<file path="config.mk">
export PLATFORM = sky130hd
export DESIGN_NAME = msu_uart
export DESIGN_NICKNAME = d
export VERILOG_FILES = /design/src/verilog/unused_placeholder_note.v /design/src/verilog/msu_tick_gen.v /design/src/verilog/msu_uart.v
export VERILOG_INCLUDE_DIRS = /design/src /design/src/verilog
export SDC_FILE = /design/constraint.sdc
export NUM_CORES = 1
export LEC_CHECK = 0
export ABC_AREA = 1
export BUFFER_PORTS_ARGS = -buffer_cell sky130_fd_sc_hd__buf_2
export CAP_MARGIN = 25
export CORE_MARGIN = 5
export CORE_UTILIZATION = 45
export DETAILED_ROUTE_END_ITERATION = 10
export PLACE_DENSITY = 0.76
export SYNTH_ARGS = -nofsm -noshare
export SYNTH_HDL_FRONTEND = slang
export SYNTH_SLANG_ARGS = --single-unit
</file>
<file path="constraint.sdc">
create_clock -name core_clk_i -period 3.9 [get_ports core_clk_i]
set_clock_uncertainty 0.15 [all_clocks]
set_input_delay 0.195 -clock core_clk_i [delete_from_list [all_inputs] [get_ports core_clk_i]]
set_output_delay 0.195 -clock core_clk_i [all_outputs]
set_load 0.05 [all_outputs]
</file>
<file path="src/verilog/msu_defines.vh">
// Constant definitions shared by the serial channel design files.
`ifndef MSU_DEFINES_VH
`define MSU_DEFINES_VH

// ==========================================================================
// Oversampling and bit timing, in oversample ticks.
// ==========================================================================
`define MSU_OVS_W 5
`define MSU_TICKS_BIT 5'h10
`define MSU_TICKS_HALF 5'h08
`define MSU_TICKS_STOP1 6'h10
`define MSU_TICKS_STOP15 6'h18
`define MSU_TICKS_STOP2 6'h20
`define MSU_IDLE_TICKS 8'h40

// ==========================================================================
// Mode encodings.
// ==========================================================================
`define MSU_PAR_NONE 2'h0
`define MSU_PAR_ODD 2'h1
`define MSU_PAR_EVEN 2'h2
`define MSU_STOP_1 2'h0
`define MSU_STOP_15 2'h1
`define MSU_STOP_2 2'h2
`define MSU_LEN_BASE 4'h5

// ==========================================================================
// Interrupt cause positions.
// ==========================================================================
`define MSU_EV_RX_READY 0
`define MSU_EV_TX_EMPTY 1
`define MSU_EV_TX_DONE 2
`define MSU_EV_PARITY 3
`define MSU_EV_FRAMING 4
`define MSU_EV_OVERRUN 5
`define MSU_EV_BREAK 6
`define MSU_EV_CTS_CHG 7
`define MSU_EV_RX_IDLE 8
`define MSU_EV_TX_STALL 9
`define MSU_EV_COUNT 10

`endif

</file>
<file path="src/verilog/unused_placeholder_note.v">
// Intentionally empty compilation unit kept out of the build.
`timescale 1ns/1ps
`default_nettype none
`default_nettype wire

</file>
<file path="src/verilog/msu_tick_gen.v">
// Oversample tick generator for the serial channel.
`timescale 1ns/1ps
`default_nettype none

// ==========================================================================
// Divider: one pulse every (div_i + 1) clocks, sixteen pulses per bit.
// ==========================================================================
module msu_tick_gen #(
   parameter DIV_W = 16
) (
   input wire core_clk_i,
   input wire reset_n_i,
   input wire [DIV_W-1:0] div_i,
   output wire tick_o
);
   reg [DIV_W-1:0] cnt_r; // Counts down to the next tick.
   reg tick_r; // Registered tick keeps the pulse glitch free.

   assign tick_o = tick_r;

   // Reload on reaching zero; a new divisor takes effect at the next reload.
   always @(posedge core_clk_i) begin
      if (!reset_n_i) begin
         cnt_r <= {DIV_W{1'b0}};
         tick_r <= 1'b0;
      end else if (cnt_r == {DIV_W{1'b0}}) begin
         cnt_r <= div_i;
         tick_r <= 1'b1;
      end else begin
         cnt_r <= cnt_r - {{(DIV_W-1){1'b0}}, 1'b1};
         tick_r <= 1'b0;
      end
   end
endmodule

`default_nettype wire

</file>
<file path="src/verilog/msu_uart.v">
// Full-duplex asynchronous serial channel with flow control and event causes.
// Behaviour
// - One channel; transmit and receive run independently.
// - Receiver assembles characters; transmitter serialises them.
// - Ten distinct event causes reported to software.
// - One receive line, one transmit line, crossed.
// - Programmable baud, parity, stop bits, length.
// - Transmit waits on clear-to-send; request-to-send follows capacity.
// - Clear-to-send and request-to-send are active low.
`timescale 1ns/1ps
`default_nettype none
`include "msu_defines.vh"

module msu_uart #(
   parameter DIV_W = 16,
   parameter DATA_W = 8
) (
   input wire core_clk_i,
   input wire reset_n_i,
   // Configuration.
   input wire [DIV_W-1:0] baud_div_i,
   input wire [1:0] parity_mode_i,
   input wire [1:0] stop_mode_i,
   input wire [1:0] char_len_i,
   input wire flow_en_i,
   // Processor transmit side.
   input wire [DATA_W-1:0] tx_data_i,
   input wire tx_valid_i,
   output wire tx_ready_o,
   // Processor receive side.
   output wire [DATA_W-1:0] rx_data_o,
   output wire rx_valid_o,
   input wire rx_ack_i,
   // Serial pins.
   input wire rxd_i,
   output wire txd_o,
   input wire cts_n_i,
   output wire rts_n_o,
   // Event causes, one-cycle pulses.
   output wire [`MSU_EV_COUNT-1:0] event_o
);
   // ======================================================================
   // States, shared by both directions.
   // ======================================================================
   localparam ST_IDLE = 3'h0;
   localparam ST_START = 3'h1;
   localparam ST_DATA = 3'h2;
   localparam ST_PAR = 3'h3;
   localparam ST_STOP = 3'h4;

   // Parity bit for a data word under the given mode.
   function par_bit;
      input [DATA_W-1:0] d;
      input [1:0] mode;
      begin
         par_bit = (mode == `MSU_PAR_ODD) ? ~(^d) : (^d);
      end
   endfunction

   // Mask of valid data bits for the configured character length.
   function [DATA_W-1:0] len_mask;
      input [1:0] len;
      begin
         len_mask = ~({DATA_W{1'b1}} << (len + `MSU_LEN_BASE));
      end
   endfunction

   wire tick; // Oversample tick, sixteen per bit.
   wire [3:0] nbits; // Data bits per character.
   wire par_en; // Parity bit present.
   reg [5:0] stop_ticks; // Stop length in ticks.
   reg [`MSU_EV_COUNT-1:0] ev_r; // Registered event pulses.
   reg [`MSU_EV_COUNT-1:0] ev_nxt;

   assign nbits = {2'h0, char_len_i} + `MSU_LEN_BASE;
   assign par_en = (parity_mode_i == `MSU_PAR_ODD) || (parity_mode_i == `MSU_PAR_EVEN);
   assign event_o = ev_r;

   // Stop-bit length selection; half a bit is eight oversample ticks.
   always @* begin
      if (stop_mode_i == `MSU_STOP_15) begin
         stop_ticks = `MSU_TICKS_STOP15;
      end else if (stop_mode_i == `MSU_STOP_2) begin
         stop_ticks = `MSU_TICKS_STOP2;
      end else begin
         stop_ticks = `MSU_TICKS_STOP1;
      end
   end

   msu_tick_gen #(
      .DIV_W(DIV_W)
   ) u_tick (
      .core_clk_i(core_clk_i),
      .reset_n_i(reset_n_i),
      .div_i(baud_div_i),
      .tick_o(tick)
   );

   // ======================================================================
   // Transmitter.
   // ======================================================================
   reg [2:0] tx_st_r; // Transmit state.
   reg [DATA_W-1:0] tx_hold_r; // Holding register written by the processor.
   reg tx_full_r; // Holding register occupied.
   reg [DATA_W-1:0] tx_sh_r; // Shift register.
   reg [3:0] tx_bit_r; // Data bits sent so far.
   reg [5:0] tx_tk_r; // Ticks within the current bit.
   reg txd_r; // Line level, idles high.
   reg tx_par_r; // Parity of the character in flight.
   reg cts_q_r; // Previous clear-to-send level for change detection.
   reg stall_seen_r; // Stops the stall event repeating every cycle.
   wire cts_ok; // Transmit may begin.
   wire tx_load;

   assign cts_ok = !flow_en_i || !cts_n_i;
   assign tx_ready_o = !tx_full_r;
   assign txd_o = txd_r;
   assign tx_load = (tx_st_r == ST_IDLE) && tx_full_r && cts_ok;

   // The CTS check is made only between characters, so a character once
   // started always completes; stopping mid-frame would corrupt it.
   always @(posedge core_clk_i) begin
      if (!reset_n_i) begin
         tx_st_r <= ST_IDLE;
         tx_hold_r <= {DATA_W{1'b0}};
         tx_full_r <= 1'b0;
         tx_sh_r <= {DATA_W{1'b0}};
         tx_bit_r <= 4'h0;
         tx_tk_r <= 6'h00;
         txd_r <= 1'b1;
         tx_par_r <= 1'b0;
      end else begin
         if (tx_valid_i && !tx_full_r) begin
            tx_hold_r <= tx_data_i;
            tx_full_r <= 1'b1;
         end
         case (tx_st_r)
            ST_IDLE: begin
               txd_r <= 1'b1;
               if (tx_load) begin
                  tx_sh_r <= tx_hold_r & len_mask(char_len_i);
                  tx_par_r <= par_bit(tx_hold_r & len_mask(char_len_i), parity_mode_i);
                  tx_full_r <= 1'b0;
                  tx_st_r <= ST_START;
                  tx_tk_r <= 6'h00;
                  txd_r <= 1'b0;
               end
            end
            ST_START, ST_DATA, ST_PAR: begin
               if (tick) begin
                  if (tx_tk_r == {1'b0, `MSU_TICKS_BIT} - 6'h01) begin
                     tx_tk_r <= 6'h00;
                     if (tx_st_r != ST_DATA || tx_bit_r != nbits) begin
                        // Next bit to send, LSB first.
                        if (tx_st_r != ST_PAR && tx_bit_r != nbits) begin
                           txd_r <= tx_sh_r[0];
                           tx_sh_r <= tx_sh_r >> 1;
                           tx_bit_r <= tx_bit_r + 4'h1;
                           tx_st_r <= ST_DATA;
                        end else begin
                           txd_r <= 1'b1;
                           tx_st_r <= ST_STOP;
                        end
                     end else if (par_en) begin
                        txd_r <= tx_par_r;
                        tx_st_r <= ST_PAR;
                     end else begin
                        txd_r <= 1'b1;
                        tx_st_r <= ST_STOP;
                     end
                  end else begin
                     tx_tk_r <= tx_tk_r + 6'h01;
                  end
               end
            end
            ST_STOP: begin
               if (tick) begin
                  if (tx_tk_r == stop_ticks - 6'h01) begin
                     tx_st_r <= ST_IDLE;
                     tx_bit_r <= 4'h0;
                     tx_tk_r <= 6'h00;
                  end else begin
                     tx_tk_r <= tx_tk_r + 6'h01;
                  end
               end
            end
            default: begin
               tx_st_r <= ST_IDLE;
            end
         endcase
      end
   end

   // ======================================================================
   // Receiver.
   // ======================================================================
   reg [2:0] rx_st_r; // Receive state.
   reg [DATA_W-1:0] rx_sh_r; // Assembly register.
   reg [DATA_W-1:0] rx_data_r; // Completed character for the processor.
   reg rx_full_r; // Completed character not yet taken.
   reg [3:0] rx_bit_r; // Data bits received.
   reg [5:0] rx_tk_r; // Ticks within the current bit.
   reg rx_par_r; // Received parity bit.
   reg [7:0] idle_r; // Idle-line tick count after a character.
   reg idle_arm_r; // A character arrived since the last idle event.

   assign rx_data_o = rx_data_r;
   assign rx_valid_o = rx_full_r;
   // Request-to-send goes high (stop) while the single slot is occupied,
   // which gives no margin: a sender that ignores it overruns.
   assign rts_n_o = flow_en_i ? rx_full_r : 1'b0;

   // Samples at the middle of each bit; the start bit is confirmed at its
   // middle so that short glitches are not taken as characters.
   always @(posedge core_clk_i) begin
      if (!reset_n_i) begin
         rx_st_r <= ST_IDLE;
         rx_sh_r <= {DATA_W{1'b0}};
         rx_data_r <= {DATA_W{1'b0}};
         rx_full_r <= 1'b0;
         rx_bit_r <= 4'h0;
         rx_tk_r <= 6'h00;
         rx_par_r <= 1'b0;
         ev_r <= {`MSU_EV_COUNT{1'b0}};
         cts_q_r <= cts_n_i; // Follows the pin so release shows no false change.
         stall_seen_r <= 1'b0;
         idle_r <= 8'h00;
         idle_arm_r <= 1'b0;
      end else begin
         ev_r <= ev_nxt;
         cts_q_r <= cts_n_i;
         stall_seen_r <= (tx_st_r == ST_IDLE) && tx_full_r && !cts_ok;
         if (rx_ack_i) begin
            rx_full_r <= 1'b0;
         end
         if (rx_st_r != ST_IDLE || !rxd_i) begin
            idle_r <= 8'h00;
         end else if (tick && idle_r != `MSU_IDLE_TICKS) begin
            idle_r <= idle_r + 8'h01;
         end
         if (ev_nxt[`MSU_EV_RX_IDLE]) begin
            idle_arm_r <= 1'b0;
         end
         case (rx_st_r)
            ST_IDLE: begin
               rx_bit_r <= 4'h0;
               rx_tk_r <= 6'h00;
               rx_par_r <= 1'b0; // A stale parity bit must not mask a later break.
               if (!rxd_i) begin
                  rx_st_r <= ST_START;
               end
            end
            default: begin
               if (tick) begin
                  rx_tk_r <= rx_tk_r + 6'h01;
                  if (rx_st_r == ST_START && rx_tk_r == {1'b0, `MSU_TICKS_HALF} - 6'h01) begin
                     rx_tk_r <= 6'h00;
                     rx_st_r <= rxd_i ? ST_IDLE : ST_DATA;
                  end else if (rx_st_r != ST_START &&
                               rx_tk_r == {1'b0, `MSU_TICKS_BIT} - 6'h01) begin
                     rx_tk_r <= 6'h00;
                     if (rx_st_r == ST_DATA) begin
                        rx_sh_r <= {rxd_i, rx_sh_r[DATA_W-1:1]};
                        rx_bit_r <= rx_bit_r + 4'h1;
                        if (rx_bit_r == nbits - 4'h1) begin
                           rx_st_r <= par_en ? ST_PAR : ST_STOP;
                        end
                     end else if (rx_st_r == ST_PAR) begin
                        rx_par_r <= rxd_i;
                        rx_st_r <= ST_STOP;
                     end else begin
                        // Stop bit sampled; character complete.
                        rx_st_r <= ST_IDLE;
                        rx_data_r <= rx_sh_r >> (DATA_W[3:0] - nbits);
                        rx_full_r <= 1'b1;
                        idle_arm_r <= 1'b1;
                     end
                  end
               end
            end
         endcase
      end
   end

   // ======================================================================
   // Event causes.
   // ======================================================================
   wire rx_done;
   wire [DATA_W-1:0] rx_word;

   assign rx_done = tick && rx_st_r == ST_STOP && rx_tk_r == {1'b0, `MSU_TICKS_BIT} - 6'h01;
   assign rx_word = rx_sh_r >> (DATA_W[3:0] - nbits);

   // Each cause is a one-cycle pulse; they are not sticky here.
   always @* begin
      ev_nxt = {`MSU_EV_COUNT{1'b0}};
      ev_nxt[`MSU_EV_RX_READY] = rx_done;
      ev_nxt[`MSU_EV_TX_EMPTY] = tx_load;
      ev_nxt[`MSU_EV_TX_DONE] = tick && tx_st_r == ST_STOP && tx_tk_r == stop_ticks - 6'h01;
      ev_nxt[`MSU_EV_PARITY] = rx_done && par_en &&
                               (rx_par_r != par_bit(rx_word, parity_mode_i));
      ev_nxt[`MSU_EV_FRAMING] = rx_done && !rxd_i;
      ev_nxt[`MSU_EV_OVERRUN] = rx_done && rx_full_r && !rx_ack_i;
      ev_nxt[`MSU_EV_BREAK] = rx_done && !rxd_i && rx_word == {DATA_W{1'b0}} && !rx_par_r;
      ev_nxt[`MSU_EV_CTS_CHG] = cts_q_r != cts_n_i;
      ev_nxt[`MSU_EV_RX_IDLE] = idle_arm_r && tick && idle_r == `MSU_IDLE_TICKS - 8'h01;
      ev_nxt[`MSU_EV_TX_STALL] = (tx_st_r == ST_IDLE) && tx_full_r && !cts_ok && !stall_seen_r;
   end
endmodule

`default_nettype wire

</file>
# [After elaboration in Yosys (flattened, before gate mapping)]
# Cells that the tools add are included.
[totals] register_bits=101 output_inout_bits=22 word_cells=207
[classes] add_sub_neg=10 eq_ne=34 shifts=2 mux=70 bitwise=9 reduce_logical=60
[ops] op="6-bit two-way mux" n=9
[ops] op="3-bit two-way mux" n=16
[ops] op="8-bit two-way mux" n=5
[ops] op="1-bit two-way mux" n=27
[ops] op="4-bit two-way mux" n=6
[ops] op="1-bit logical AND" n=22
[ops] op="6-bit one-hot mux with 3 select lines" n=1
[ops] op="16-bit logical NOT" n=1
[ops] op="16-bit two-way mux" n=1
[ops] op="8-bit one-hot mux with 2 select lines" n=1
[ops] op="8-bit XOR reduction" n=2
[ops] op="16-bit by 1-bit subtractor with 16-bit output, second input constant" n=1
[ops] op="5-bit AND reduction" n=3
[ops] op="6-bit by 1-bit adder with 6-bit output, second input constant" n=2
[ops] op="3-bit by 2-bit equality test with 1-bit output, second input constant" n=4
[ops] op="6-bit by 4-bit equality test with 1-bit output, second input constant" n=2
[ops] op="4-bit AND reduction" n=3
[ops] op="6-bit AND reduction" n=2
[ops] op="2-bit inequality test, second input constant" n=5
[ops] op="3-bit one-hot mux with 3 select lines" n=1
[ops] op="3-bit nonzero test" n=3
[ops] op="4-bit by 1-bit adder with 4-bit output, second input constant" n=2
[ops] op="8-bit by 1-bit adder with 8-bit output, second input constant" n=1
[ops] op="8-bit bitwise AND" n=1
[ops] op="36 further kinds" n=64

# [Logic depth before layout (Yosys ltp)]
[logic_depth] depth_word=9 mapped_depth=14 mapped_depth_nobuf=14

# [By module]
# Synthesis repeated with hierarchy kept, for this count alone.
[hier_totals] hier_cells=810 hier_area_um2=5532.8
[by_module_without_submodules] module="msu_uart" n_inst=1 cells_per_inst=631 area_per_inst_um2=4433.0
[by_module_without_submodules] module="msu_tick_gen" n_inst=1 cells_per_inst=179 area_per_inst_um2=1099.8

# [Worst setup path before layout]
# No wires, ideal clock.
[synth_timing] path_kind="input to register" start="input char_len_i[0]" end="register ev_r[3] (netlist: event_o[3])" setup_ps=86 arrival_time_ps=2021 required_time_ps=3664 slack_ps=1644 cell_stages=13 path_cell_list="inv_2 ha_1 inv_1 nand2_1 nand2_4 inv_2 a21oi_1 o21ai_0 ha_1 xor2_1 xor2_1 nand2_1 a211oi_1"
[synth_between] elab_chain_len=8
[synth_rtl] item="start, declared" line_no="msu_uart.v:24" text="input wire [1:0] char_len_i,"
[synth_rtl] item="2-bit by 3-bit adder with 4-bit output (no line) *"
[synth_rtl] item="4-bit subtractor *" line_no="msu_uart.v:292" text="assign rx_word = rx_sh_r >> (DATA_W[3:0] - nbits);"
[synth_rtl] item="8-bit by 4-bit right shift with 8-bit output *" line_no="msu_uart.v:292"
[synth_rtl] item="8-bit XOR reduction *" line_no="msu_uart.v:56" text="par_bit = (mode == `MSU_PAR_ODD) ? ~(^d) : (^d);"
[synth_rtl] item="1-bit inverter" line_no="msu_uart.v:56"
[synth_rtl] item="1-bit two-way mux *" line_no="msu_uart.v:56"
[synth_rtl] item="1-bit inequality test *" line_no="msu_uart.v:301" text="(rx_par_r != par_bit(rx_word, parity_mode_i));"
[synth_rtl] item="1-bit logical AND *" line_no="msu_uart.v:300" text="ev_nxt[`MSU_EV_PARITY] = rx_done && par_en &&"
[synth_rtl] item="end signal, assigned" line_no="msu_uart.v:224" text="ev_r <= {`MSU_EV_COUNT{1'b0}};"
[synth_rtl] item="end signal, assigned" line_no="msu_uart.v:230" text="ev_r <= ev_nxt;"
[synth_rtl] item="end, declared" line_no="msu_uart.v:72" text="reg [`MSU_EV_COUNT-1:0] ev_r;"
# Mark *: on every way between the ends. The rest lies on a longest branch, timed or not.
# A chain may end at the register's enable or synchronous reset.

# [Final worst setup path]
# Same ends and word-level chain as after synthesis.

==> impl_metrics.csv <==
group,metric,value,unit
power,net_switching_power,1.44,mW
setup_path,worst_setup_sp,"char_len_i[0]",
place,rd_place_congestion,0.853,
power,power.combinational.fraction,39.6,%
detailed_routing,first_drt_iteration_drcs,294,
synthesis,synth_common_cells,"sky130_fd_sc_hd__nand2_1, sky130_fd_sc_hd__nor2_1, sky130_fd_sc_hd__dfxtp_1",
clock_tree,clock_insertion_delay_worst_skew,0.35,ns
final_layout,nFillCells,1071,
timing,fin_setup_tns,0,ns
synthesis,yosysTopAreaCellShare,38.2,%
floorplanning,floorplan.initialDensity,46.2,%
timing,slew_limit_headroom,60.6,%
clock_tree,cts_tree,"built",
synthesis,synthesis.nets,817,
final_layout,ratio_of_cells_with_drive_above_1_in_the_final_layout,13.8,%
detailed_routing,per_cell_via_count_in_the_routed_design,4.94,
power,vdd_drop_max,0.416,mV
global_routing,initial_antenna_violation_count,0,
clock_tree,clk_path_buf_depth,2,
timing,final-max-slew-violation-count,0,
timing,post-route-period-util,61.9,%
setup_path,cp.required,4.02,ns
synthesis,ys_ff_latch,101,
flow_run,drv_cap,0,
setup_path,crit_path_end_kind,"register",
final_layout,area_delta_synth_final,17.5,%
power,sw_frac_of_total,39.5,%
clock_tree,numClockSinks,101,
setup_path,worst_path_cell_trace,"buf_2 -> inv_2 -> ha_1 -> inv_1 -> nand2_1 -> nand2_4 -> inv_2 -> a21oi_1 -> o21ai_0 -> ha_1 -> xor2_1 -> xor2_1 -> nand2_1 -> a211oi_1",
power,p_int,2.22,mW
synthesis,synth.yosys.seq_area_share,38.2,%
global_routing,grt_remaining_overflow,0,
clock_tree,cts_root_buf,"sky130_fd_sc_hd__clkbuf_16",
global_routing,number_of_global_route_vias_before_repair,4482,
global_routing,global_route.usage.met1,21.8,%
global_routing,grt_first_pass_wirelength,20.0,mm
power,sequential_share_of_power,36.5,%
global_routing,busiest_layer,"met2",
clock_tree,post-cts-setup-buffers,0,
final_layout,antenna_cells_inserted,0,
detailed_routing,drt_drc_violations_left,0,
global_routing,grt_max_degree,58,
detailed_routing,overall_routed_net_length,11.5,mm
setup_path,worstSetupStartpointType,"input pin",
global_routing,grt_use_met3,4.39,%
timing,rsz0062_at_grt,"no",
clock_tree,htree_levels,3,
floorplanning,floorplan.io_pins,59,
final_layout,ff_latch_area,2020,um^2
synthesis,syn_area_per_cell,6.97,um^2
floorplanning,fp-row-count,39,
clock_tree,tritoncts.num_buffers,9,
synthesis,synth_async_sr_flop_share,0,%
detailed_routing,via_count,4866,
floorplanning,die_area,14000,um^2
worst_hold_path,hp-start,"baud_div_i[12]",
detailed_routing,ant_nets,0,
floorplanning,dieHeight,118,um
detailed_routing,drt_pre_antenna_iters,4,
floorplanning,die-width,118,um
synthesis,post-synth-top-count-cell,"sky130_fd_sc_hd__nand2_1",
setup_path,regToRegStartpoint,"u_tick.cnt_r[0]",
final_layout,area_used_by_multi_input_combinational_logic,2840,um^2
final_layout,finalNetCount,896,
synthesis,synth.top_cells.by_area,"sky130_fd_sc_hd__dfxtp_1, sky130_fd_sc_hd__nand2_1, sky130_fd_sc_hd__nor2_1",
power,portion_of_total_power_attributed_to_the_clock_network,23.9,%
synthesis,synthesis.yosys.warnings,0,
timing,period_minus_slack,2.42,ns
power,cellLeakagePower,2.80,nW
timing,final_hold_viol_count,0,
place,place_hpwl,8.30,mm
synthesis,synth_ff_type,"sky130_fd_sc_hd__dfxtp_1",
worst_hold_path,timing.hold.worst.class,"input pin to register",
final_layout,layout.cells.non_filler,985,
synthesis,yosys.cell_types.count,42,
timing,worst-slew-pin-transition,0.589,ns
synthesis,netlist.top_cell.by_area,"sky130_fd_sc_hd__dfxtp_1",
outcome,status,"finished, final reports clean",
synthesis,netlist_instances,760,
global_routing,grtUsageMet2,27.1,%
power,power.total,3.66,mW
setup_path,worst_path_max_stage_delay,0.35,ns
power,powerDensity,588,nW/um^2
place,placedCellCount,948,
setup_path,path_class,"input pin to register",
place,portBuffers,58,
synthesis,synth-edff-count,0,
timing,max_clock_freq,414,MHz
floorplanning,design.core.area,11500,um^2
clock_tree,worst_path_clk_slew,0.06,ns
synthesis,synthesis.area,5300,um^2
timing,final-setup-viol-count,0,
global_routing,globalRouteTotalUtil,16.8,%
setup_path,arrival,2.53,ns
setup_path,worstPathMaxFanout,17,
detailed_routing,route.detailed.wl_per_inst,11.7,um
setup_path,library_cell_contributing_the_largest_single_delay_on_the_critical_path,"sky130_fd_sc_hd__ha_1",
-- cells by family (layout without fill, tap and decap cells) --
| logic type | after synthesis | count (layout) | synth area share [%] |
|---|---|---|---|
| AND/OR/NAND/NOR | 371 | 371 | 31.3 |
| adder cells (fa/ha/maj) | 20 | 20 | 4.72 |
| XOR/XNOR | 29 | 29 | 4.80 |
| flip-flops | 101 | 101 | 38.2 |
| buffers and inverters | 110 | 192 | 8.20 |
| AO/OA/AOI/OAI | 129 | 129 | 12.8 |
-- placed cells by master, fill, tap and decap left out, types with 5 or more instances in the layout --
cell	count
sky130_fd_sc_hd__a21oi_1	52
sky130_fd_sc_hd__buf_2	58
sky130_fd_sc_hd__clkbuf_16	9
sky130_fd_sc_hd__dfxtp_1	101
sky130_fd_sc_hd__dlygate4sd3_1	23
sky130_fd_sc_hd__ha_1	20
sky130_fd_sc_hd__inv_1	79
sky130_fd_sc_hd__inv_2	12
sky130_fd_sc_hd__nand2_1	160
sky130_fd_sc_hd__nand2_2	7
sky130_fd_sc_hd__nand3_1	37
sky130_fd_sc_hd__nand4_1	13
sky130_fd_sc_hd__nor2_1	110
sky130_fd_sc_hd__nor2_2	5
sky130_fd_sc_hd__nor2_4	5
sky130_fd_sc_hd__nor3_1	15
sky130_fd_sc_hd__o21ai_0	64
sky130_fd_sc_hd__xnor2_1	15
sky130_fd_sc_hd__xor2_1	14
-- flip-flops by register name, indices dropped and copies added, names as in the netlist --
register       flops
rx_data_o          8
tx_st_r            3
u_tick.tick_o      1
tx_sh_r            8
event_o           10
rx_st_r            3
rx_par_r           1
tx_hold_r          8
tx_par_r           1
rx_valid_o         1
rx_sh_r            8
idle_arm_r         1
tx_full_r          1
idle_r             8
stall_seen_r       1
rx_tk_r            6
txd_o              1
tx_bit_r           4
cts_q_r            1
tx_tk_r            6
u_tick.cnt_r      16
rx_bit_r           4
-- power groups by stage --
stage | Clock [mW] | Combinational [mW] | Sequential, mW
floorplan | 0 | 1.14 | 1.35
global placement | 0 | 1.41 | 1.36
detailed placement | 0 | 1.42 | 1.36
CTS | 0.897 | 1.45 | 1.34
global route | 0.930 | 1.67 | 1.36
finish | 0.873 | 1.45 | 1.34
-- worst max-delay path, delay by kind of cell --
kind                       cells  cell delay [ns]
adders and majority gates      2             0.68
buffers and inverters          4             0.52
AOI/OAI and AO/OA              3             0.43
xor gates and xnor gates       2             0.36
and+or+nand+nor                3             0.35
-- path summary, 6_finish.rpt --
| check | endpoint | slack (ns) | depth (start not counted) |
|---|---|---|---|
| worst min-delay path | u_tick.cnt_r[12] | 0.01 | 3 |
| worst max register to register | u_tick.cnt_r[14] | 1.69 | 8 |
| worst min register to register | event_o[9] | 0.25 | 1 |
| worst max-delay path | event_o[3] | 1.48 | 14 |
-- layout make-up --
cell class / count / area share (%)
clock inverters: 2 / 0.563
multi-input cells: 549 / 45.6
inverters: 94 / 5.77
flip-flops and latches: 101 / 32.5
repair buffers: 84 / 8.72
well taps: 143 / 2.87
clock buffers: 12 / 3.96
-- metrics by stage --
stage	hold slack, ns	util, %	worst slack, ns	area [um^2]
2_1_floorplan	0.0727	-	1.64	5300
3_3_place_gp	0.193	49.8	1.20	5710
3_5_place_dp	0.193	49.8	1.12	5710
4_1_cts	0.00219	54.3	1.48	6220
5_1_grt	0.0170	54.3	1.16	6220
6_report	0.0125	54.3	1.48	6220
-- routing by layer --
metal	routed length (um)	vias up
met5	0	-
met3	575	18
li1	-	2615
met2	5160	81
met4	214	0
met1	5560	2152
-- repair_timing --
action | CTS | global route
endpoints found under the hold margin | 27 | 0
hold buffers | 23 | 0
gates resized for setup | 0 | 0
(Power assumes the default switching activity.)
